--- src/inc/sfb_pkg.sv ---
// Purpose: shared constants and helpers for the serial flash buffer link
// Assumes: one 100 MHz clock on both ends; link is SPI mode 0
// Notes: opcodes, address field layout, walk sizes and time defaults
package sfb_pkg;
    localparam int         CLK_MHZ        = 100;
    localparam logic [7:0] OP_BUF_RD_FAST = 8'hd4;
    localparam logic [7:0] OP_BUF_RD_SLOW = 8'hd1;
    localparam logic [7:0] OP_BUF_WR      = 8'h84;
    localparam logic [7:0] OP_PROG_ERASE  = 8'h83;
    localparam logic [7:0] OP_PROG        = 8'h88;
    localparam logic [7:0] OP_PAGE_ERASE  = 8'h81;
    localparam logic [7:0] OP_BLOCK_ERASE = 8'h50;
    localparam logic [7:0] ERASED_BYTE    = 8'hff;
    localparam int         PAGE_BYTES_STD = 264;
    localparam int         PAGE_BYTES_BIN = 256;
    localparam int         PAGES          = 512;
    localparam int         BLOCK_PAGES    = 8;
    localparam logic [2:0] HDR_BYTES      = 3'd4;  // opcode plus three address bytes
    localparam logic [2:0] RD_DATA_START  = 3'd5;  // after the dummy byte
    // self-timed maxima in microseconds; plain defaults
    localparam int EP_TIME_US_DEF = 40;
    localparam int P_TIME_US_DEF  = 30;
    localparam int PE_TIME_US_DEF = 30;
    localparam int BE_TIME_US_DEF = 40;
    localparam int SLOW_READ_CLOCK_LIMIT_MHZ_DEF = 20;

    // buffer index: low 9 bits in 264 mode, low 8 bits in 256 mode
    function automatic logic [8:0] buf_of(input logic [23:0] a, input logic bin);
        buf_of = bin ? {1'b0, a[7:0]} : a[8:0];
    endfunction
    // page number sits right above the buffer index field
    function automatic logic [8:0] page_of(input logic [23:0] a, input logic bin);
        page_of = bin ? a[16:8] : a[17:9];
    endfunction
    function automatic logic [23:0] make_addr(input logic [8:0] pg, input logic [8:0] b,
                                              input logic bin);
        make_addr = bin ? {7'h00, pg, b[7:0]} : {6'h00, pg, b};
    endfunction
    function automatic logic [8:0] wrap_inc(input logic [8:0] p, input logic [8:0] len);
        wrap_inc = (p == len - 9'h001) ? 9'h000 : p + 9'h001;
    endfunction
endpackage

--- src/inc/sfb_if.sv ---
// Purpose: serial link between host controller and flash device
// Assumes: device drives the SO wire at all times; so_oe only marks it valid
// Notes: chip select active low, no clocking block
`timescale 1ns/1ns
interface sfb_if;
    logic cs_n;
    logic sck;
    logic si;
    logic so;
    logic so_oe;
    modport host (output cs_n, output sck, output si, input so, input so_oe);
    modport dev  (input cs_n, input sck, input si, output so, output so_oe);
endinterface

--- src/logic/sfb_dev.sv ---
// Purpose: flash device end: buffer read/write, program and erase sequencer
// Assumes: link pins synchronous to clk_i; host half period at least two cycles
// Notes: frames that start while busy are ignored whole
`timescale 1ns/1ns
module sfb_dev
    import sfb_pkg::*;
#(
    parameter int PAGE_COUNT                = PAGES,
    parameter int ERASE_PROGRAM_TIME_MAX_US = EP_TIME_US_DEF,
    parameter int PROGRAM_TIME_MAX_US       = P_TIME_US_DEF,
    parameter int PAGE_ERASE_TIME_MAX_US    = PE_TIME_US_DEF,
    parameter int BLOCK_ERASE_TIME_MAX_US   = BE_TIME_US_DEF
)(
    input  wire logic clk_i,
    input  wire logic resetn_i,
    sfb_if.dev        link,
    input  wire logic page256_i,
    output logic      busy_o
);
    localparam int EP_CYC = ERASE_PROGRAM_TIME_MAX_US * CLK_MHZ;
    localparam int P_CYC  = PROGRAM_TIME_MAX_US * CLK_MHZ;
    localparam int PE_CYC = PAGE_ERASE_TIME_MAX_US * CLK_MHZ;
    localparam int BE_CYC = BLOCK_ERASE_TIME_MAX_US * CLK_MHZ;

    // the walk must fit inside the self-timed window
    if (EP_CYC <= 2 * PAGE_BYTES_STD || P_CYC <= PAGE_BYTES_STD ||
        PE_CYC <= PAGE_BYTES_STD || BE_CYC <= BLOCK_PAGES * PAGE_BYTES_STD ||
        PAGE_COUNT != PAGES) begin : g_chk
        $error("sfb_dev: timing or page count not supported");
    end

    typedef enum logic [1:0] {
        SQ_IDLE  = 2'b00,
        SQ_ERASE = 2'b01,
        SQ_PROG  = 2'b10,
        SQ_WAIT  = 2'b11
    } sfb_sq_t;

    logic [7:0]  buf_mem [PAGE_BYTES_STD];
    logic [7:0]  mem     [PAGE_COUNT * PAGE_BYTES_STD];
    logic        sck_q;
    logic        cs_q;
    logic        frame_ok;
    logic [2:0]  bit_cnt;
    logic [2:0]  byte_cnt;
    logic [7:0]  rx_sh;
    logic [7:0]  opcode;
    logic [23:0] addr;
    logic [8:0]  ptr;
    logic [7:0]  so_sh;
    logic        so_en;
    sfb_sq_t     sq;
    logic        do_prog;
    logic [8:0]  pg_base;
    logic [2:0]  pg_off;
    logic [2:0]  last_off;
    logic [8:0]  idx;
    logic [8:0]  walk_len;
    logic [31:0] timer;
    logic [31:0] limit;

    // edge and frame decode
    wire        busy      = (sq != SQ_IDLE);
    wire        cs_fall   = ~link.cs_n & cs_q;
    wire        cs_rise   = link.cs_n & ~cs_q;
    wire        active    = ~link.cs_n & (cs_fall ? ~busy : frame_ok);
    wire        sck_rise  = active & link.sck & ~sck_q;
    wire        sck_fall  = active & ~link.sck & sck_q;
    wire [7:0]  rx_byte   = {rx_sh[6:0], link.si};
    wire        byte_done = sck_rise & (bit_cnt == 3'd7);
    wire [8:0]  page_len  = page256_i ? 9'(PAGE_BYTES_BIN) : 9'(PAGE_BYTES_STD);
    wire        is_rd     = (opcode == OP_BUF_RD_FAST) || (opcode == OP_BUF_RD_SLOW);
    wire        is_wr     = (opcode == OP_BUF_WR);
    wire        is_pe     = (opcode == OP_PROG_ERASE);
    wire        is_p      = (opcode == OP_PROG);
    wire        is_er     = (opcode == OP_PAGE_ERASE);
    wire        is_be     = (opcode == OP_BLOCK_ERASE);
    wire        wr_en     = byte_done & is_wr & (byte_cnt >= HDR_BYTES);
    wire        rd_step   = sck_fall & is_rd & (byte_cnt >= RD_DATA_START);
    // a command cut short never reaches the sequencer
    wire        start_op  = cs_rise & frame_ok & (byte_cnt >= HDR_BYTES) &
                            (is_pe | is_p | is_er | is_be);
    wire [8:0]  cmd_page  = page_of(addr, page256_i);
    wire [8:0]  cur_page  = 9'(pg_base + {6'h00, pg_off});
    wire        idx_last  = (idx == walk_len - 9'h001);
    wire [31:0] cur_mem   = 32'(cur_page) * 32'(PAGE_BYTES_STD) + 32'(idx);

    // serial receive, address capture and read-out shifting
    always_ff @(posedge clk_i or negedge resetn_i) begin
        if (!resetn_i) begin
            sck_q    <= 1'b0;
            cs_q     <= 1'b1;
            frame_ok <= 1'b0;
            bit_cnt  <= 3'd0;
            byte_cnt <= 3'd0;
            rx_sh    <= 8'h00;
            opcode   <= 8'h00;
            addr     <= 24'h000000;
            ptr      <= 9'h000;
            so_sh    <= 8'h00;
            so_en    <= 1'b0;
        end else begin
            sck_q <= link.sck;
            cs_q  <= link.cs_n;
            if (cs_fall) begin
                frame_ok <= ~busy;
            end
            if (link.cs_n) begin
                // chip select high closes every frame
                bit_cnt  <= 3'd0;
                byte_cnt <= 3'd0;
                so_en    <= 1'b0;
            end else begin
                if (sck_rise) begin
                    rx_sh   <= rx_byte;
                    bit_cnt <= bit_cnt + 3'd1;
                end
                if (byte_done) begin
                    if (byte_cnt != 3'd7) begin
                        byte_cnt <= byte_cnt + 3'd1;
                    end
                    if (byte_cnt == 3'd0) begin
                        opcode <= rx_byte;
                    end
                    if (byte_cnt >= 3'd1 && byte_cnt <= 3'd3) begin
                        addr <= {addr[15:0], rx_byte};
                    end
                    if (byte_cnt == 3'd3) begin
                        ptr <= buf_of({addr[15:0], rx_byte}, page256_i);
                    end
                end
                if (wr_en) begin
                    ptr <= wrap_inc(ptr, page_len);
                end
                if (rd_step) begin
                    so_en <= 1'b1;
                    if (bit_cnt == 3'd0) begin
                        so_sh <= buf_mem[ptr];
                        ptr   <= wrap_inc(ptr, page_len);
                    end else begin
                        so_sh <= {so_sh[6:0], 1'b0};
                    end
                end
            end
        end
    end

    // buffer store; only the serial write path loads it
    always_ff @(posedge clk_i) begin
        if (wr_en) begin
            buf_mem[ptr] <= rx_byte;
        end
    end

    // self-timed sequencer: erase walk, program walk, then hold busy
    always_ff @(posedge clk_i or negedge resetn_i) begin
        if (!resetn_i) begin
            sq       <= SQ_IDLE;
            do_prog  <= 1'b0;
            pg_base  <= 9'h000;
            pg_off   <= 3'd0;
            last_off <= 3'd0;
            idx      <= 9'h000;
            walk_len <= 9'(PAGE_BYTES_STD);
            timer    <= 32'd0;
            limit    <= 32'd0;
        end else begin
            timer <= busy ? timer + 32'd1 : 32'd0;
            case (sq)
                SQ_IDLE: begin
                    if (start_op) begin
                        do_prog  <= is_pe | is_p;
                        pg_base  <= is_be ? {cmd_page[8:3], 3'b000} : cmd_page;
                        last_off <= is_be ? 3'(BLOCK_PAGES - 1) : 3'd0;
                        pg_off   <= 3'd0;
                        idx      <= 9'h000;
                        walk_len <= page_len;
                        sq       <= is_p ? SQ_PROG : SQ_ERASE;
                        limit    <= is_pe ? 32'(EP_CYC) : is_p ? 32'(P_CYC) :
                                    is_er ? 32'(PE_CYC) : 32'(BE_CYC);
                    end
                end
                SQ_ERASE: begin
                    if (idx_last) begin
                        idx <= 9'h000;
                        if (pg_off == last_off) begin
                            pg_off <= 3'd0;
                            sq     <= do_prog ? SQ_PROG : SQ_WAIT;
                        end else begin
                            pg_off <= pg_off + 3'd1;
                        end
                    end else begin
                        idx <= idx + 9'h001;
                    end
                end
                SQ_PROG: begin
                    if (idx_last) begin
                        idx <= 9'h000;
                        sq  <= SQ_WAIT;
                    end else begin
                        idx <= idx + 9'h001;
                    end
                end
                SQ_WAIT: begin
                    // busy lasts the full documented maximum
                    if (timer >= limit - 32'd1) begin
                        sq <= SQ_IDLE;
                    end
                end
                default: sq <= SQ_IDLE;
            endcase
        end
    end

    // array writes come from the sequencer alone, never the buffer path
    always_ff @(posedge clk_i) begin
        if (sq == SQ_ERASE) begin
            mem[cur_mem] <= ERASED_BYTE;
        end else if (sq == SQ_PROG) begin
            // programming only clears bits, so an unerased page mixes
            mem[cur_mem] <= mem[cur_mem] & buf_mem[idx];
        end
    end

    assign link.so    = so_sh[7];
    assign link.so_oe = so_en & ~link.cs_n;
    assign busy_o     = busy;
endmodule

--- src/flat_wrapper.sv ---
// flat-port wrapper written by rule: the top's interface ports become plain ports
module sfb_dev_flat import sfb_pkg::*;
#(
    parameter int PAGE_COUNT                = PAGES,
    parameter int ERASE_PROGRAM_TIME_MAX_US = EP_TIME_US_DEF,
    parameter int PROGRAM_TIME_MAX_US       = P_TIME_US_DEF,
    parameter int PAGE_ERASE_TIME_MAX_US    = PE_TIME_US_DEF,
    parameter int BLOCK_ERASE_TIME_MAX_US   = BE_TIME_US_DEF
)
  (clk_i, resetn_i, page256_i, busy_o, link_cs_n, link_sck, link_si, link_so, link_so_oe);
  sfb_if link_i ();
  input  wire logic clk_i;
  input  wire logic resetn_i;
  input  wire logic page256_i;
  output logic busy_o;
  input wire logic [$bits(link_i.cs_n)-1:0] link_cs_n;
  input wire logic [$bits(link_i.sck)-1:0] link_sck;
  input wire logic [$bits(link_i.si)-1:0] link_si;
  output wire logic [$bits(link_i.so)-1:0] link_so;
  output wire logic [$bits(link_i.so_oe)-1:0] link_so_oe;
  assign link_i.cs_n = link_cs_n;
  assign link_i.sck = link_sck;
  assign link_i.si = link_si;
  assign link_so = link_i.so;
  assign link_so_oe = link_i.so_oe;
  sfb_dev #(.PAGE_COUNT(PAGE_COUNT), .ERASE_PROGRAM_TIME_MAX_US(ERASE_PROGRAM_TIME_MAX_US), .PROGRAM_TIME_MAX_US(PROGRAM_TIME_MAX_US), .PAGE_ERASE_TIME_MAX_US(PAGE_ERASE_TIME_MAX_US), .BLOCK_ERASE_TIME_MAX_US(BLOCK_ERASE_TIME_MAX_US)) u_core (.clk_i(clk_i), .resetn_i(resetn_i), .link(link_i), .page256_i(page256_i), .busy_o(busy_o));
endmodule
--- config.mk ---
export PLATFORM = sky130hd
export DESIGN_NAME = sfb_dev_flat
export DESIGN_NICKNAME = d
export VERILOG_FILES = /design/src/inc/sfb_pkg.sv /design/src/inc/sfb_if.sv /design/src/logic/sfb_dev.sv /design/src/flat_wrapper.sv
export SDC_FILE = /design/constraint.sdc
export NUM_CORES = 2
export LEC_CHECK = 0
export BUFFER_PORTS_ARGS = -buffer_cell sky130_fd_sc_hd__buf_4
export CORE_MARGIN = 1.5
export CORE_UTILIZATION = 30
export DETAILED_ROUTE_END_ITERATION = 8
export PLACE_DENSITY_LB_ADDON = 0.3
export SYNTH_ARGS = -nofsm -noshare
export SYNTH_HDL_FRONTEND = slang
export SYNTH_SLANG_ARGS = --single-unit
--- constraint.sdc ---
create_clock -name clk_i -period 4.95 [get_ports clk_i]
set_input_delay 0.2475 -clock clk_i [delete_from_list [all_inputs] [get_ports clk_i]]
set_output_delay 0.2475 -clock clk_i [all_outputs]
set_load 0.05 [all_outputs]
==> run metrics <==
outcome=finished, violations left; failing checks=max-capacitance violations, max-slew violations; reg-to-reg setup timing slack=approximately 650 ps; CP most frequent cell=nor3_1; most frequent cells in the layout=edfxtp_1, mux4_2, nor2_1; Yosys reg bits=2,207; yosys warns=0; P_leak=0.03349 uW; Max-Cap Viols=1; final net count=4,645; Via Count=approximately 46,000; area of the multi-input gates=0.02054 mm2; global route overflow=0; Power Dens Cells=374.6 mW/mm2; crit path cell chain=buf_12, mux4_2, nor3_1, nor3_1, nand3_1, a221oi_1, o22ai_1, a211oi_1; share of cells above drive strength 1=24.99%; Total Routing Usage GR=17.28%; Avg WL per Cell=29.69 um; # fillers=between 20,000 and 30,000; Sequential Area=between 0.06 and 0.07 mm2; slew margin rel.=-2.410%; post-CTS setup buffers=0; first-pass GRT wire length=362,800 um; # DRC=0; CTS tree=built; Startpoint Class=flop; pin count of the biggest net entering global routing=about 160; design area=approximately 0.1 mm2; Routed Antenna Nets=0; Post-synth EDFFs=2,112; clk slew on worst S/H paths=70 ps; DP Wirelength=165,000 um; Die Y-Extent=543.6 um; Sw Pwr=7515 uW; WL final=258,000 um; Flop pwr share=53.4%; Worst EP required=5760 ps; clock tree buffer depth=3; P&R area growth vs syn=15.62%; final RePlAce weighted congestion=0.9596; I/O pins=9; Area after DPL=0.09362 mm2; Switching Fraction=19.79%; sequential area share after synthesis=around three quarters; WP buf/inv=1; final period utilization=86.80%; first-pass iteration count of the detailed router=8; final setup TNS=0 ps; Clock Latency Late Sink=890 ps; Vias/cell=5.247; internal power=30,460 uW; Crit-path slowest cell=dfrtp_4; CTS Buf Count=223; initial antenna violation count=13; final hold violations=0; IO Port Bufs=8; Max Slew Vio Count=6; Initial Util=30.15%; syn nets=4,410; post-synthesis cell area=0.08768 mm2; num rows=198; Die W=between 500 and 600 um; logic gate share of total power=0.4%; WP data arrival=5100 ps; setup violators final=0; Crit path max-delay family=compound AO/OA/AOI/OAI gates; Mapped Avg Cell Area=around 20 um2; CTS resizes=0; share of total power in the clock network=46.2%; Fin Hold WS=between 80 and 90 ps; skew final=85.93 ps; vias in the first global route=around 46,000; critical path class=reg2reg; CTS sink count=2,207; CP Max Fanout=61; CP endpoint kind=flop; RSZ-0062 raised after global routing=false; cell count after synthesis=4,353; H-Tree Depth=4; Worst-Margin Slew=1524 ps; fraction of registers with async set/reset=between 4 and 5%; Most used DFF post-synth=edfxtp_1; worst hold path class=in2reg; total die area=0.2955 mm2; clock root cell=clkbuf_16; Max stage delay on crit path=1080 ps; commonest non-fill, non-tap cell in the layout=edfxtp_1; Util after Layout=34.85%; CTS hold repair buffers=7; fmax=0.2327 GHz; core area=0.2908 mm2; min Tclk post-route=4297 ps; Netlist cell types=85; initial DRC count=5,664; worst vdd ir=between 300 and 400 uV
## cells by family (layout without fill, tap and decap cells)
group	after synthesis	count (layout)	synth area share [%]
flip-flops	2207	2207	75.05
AND/OR/NAND/NOR	792	792	4.088
multiplexers	669	669	15.47
AO/OA/AOI/OAI	334	334	2.713
buffers and inverters	269	697	1.641
adder cells (fa/ha/maj)	51	51	0.7278
XOR/XNOR	31	31	0.3097
other	0	7	0
## synthesized netlist by cell type (7+ instances only)
cell type | count | area (um2)
a211oi_1 | 15 | 112.6
a21o_1 | 7 | 52.55
a21oi_1 | 53 | 265.3
a221oi_1 | 15 | 131.4
a22o_1 | 15 | 131.4
a22oi_1 | 45 | 337.8
a311oi_1 | 8 | 70.07
a31oi_1 | 13 | 81.33
a32oi_1 | 10 | 87.58
and3_1 | 21 | 131.4
buf_1 | 20 | 75.07
buf_2 | 61 | 305.3
buf_4 | 23 | 172.7
buf_6 | 29 | 326.6
clkbuf_1 | 100 | 375.4
dfrtp_1 | 93 | 2327
edfxtp_1 | 2112 | 63420
ha_1 | 51 | 638.1
inv_1 | 30 | 112.6
mux2_2 | 20 | 225.2
mux2i_1 | 102 | 1021
mux4_2 | 547 | 12320
nand2_1 | 168 | 630.6
nand2b_1 | 18 | 112.6
nand3_1 | 71 | 355.3
nand4_1 | 27 | 168.9
nor2_1 | 368 | 1381
nor2b_1 | 17 | 106.4
nor3_1 | 40 | 200.2
nor4_1 | 11 | 68.82
o2111ai_1 | 9 | 78.83
o211ai_1 | 10 | 75.07
o21ai_0 | 52 | 260.3
o22ai_1 | 16 | 100.1
o31ai_1 | 12 | 90.09
or3_1 | 9 | 56.30
xnor2_1 | 10 | 87.58
xor2_1 | 21 | 183.9
## metrics by stage
stage | power (uW) | setup WS (ps) | cells
floorplan | 20700 | 812.9 | 4353
global placement | 20800 | 721.9 | 8256
detailed placement | 20810 | 690.3 | 8256
CTS | 38270 | 684.3 | 8681
global route | 38950 | 560.0 | 8683
finish | 37970 | 653.5 | 8688
## metal layers
metal / routed length [um] / track usage (%)
met1: 109800 / 24.38
met5: 11 / 0
met2: 116200 / 26.14
met4: 10950 / 6.787
met3: 21060 / 3.506
## layout make-up
type	instances	area share, %
multi-input cells	1877	20.26
inverters	33	0.1296
repair buffers	246	2.275
well taps	3900	4.814
clock buffers	270	5.739
clock inverters	148	1.812
flip-flops and latches	2207	64.95
diodes	7	0.01728
## power by group through the flow
stage | combinational [uW] | clock (uW) | sequential (uW)
after floorplan | 3.36 | 0 | 20700
after global placement | 131 | 0 | 20700
after detailed placement | 136 | 0 | 20700
after CTS | 142 | 17900 | 20300
after global routing | 149 | 18500 | 20300
final | 137 | 17600 | 20300
## path summary, 6_finish.rpt
kind,from,endpoint,cells past startpoint
max in group asynchronous,resetn_i,u_core.ptr[2],4
min in group asynchronous,resetn_i,u_core.walk_len[3],3
hold / removal,link_sck,u_core.sck_q,2
setup reg to reg,u_core.ptr[1],u_core.so_sh[2],8
hold reg to reg,u_core.timer[0],u_core.timer[0],1
setup / recovery,u_core.ptr[1],u_core.so_sh[2],8
## sequential cells by signal, summed over array words and instances (netlist names), 7 cells and up
signal          flops
u_core.rx_sh        7
u_core.timer       32
u_core.opcode       8
u_core.so_sh        8
u_core.ptr          9
u_core.idx          9
u_core.buf_mem   2112
Note: power is estimated with default switching activity, not from simulation.
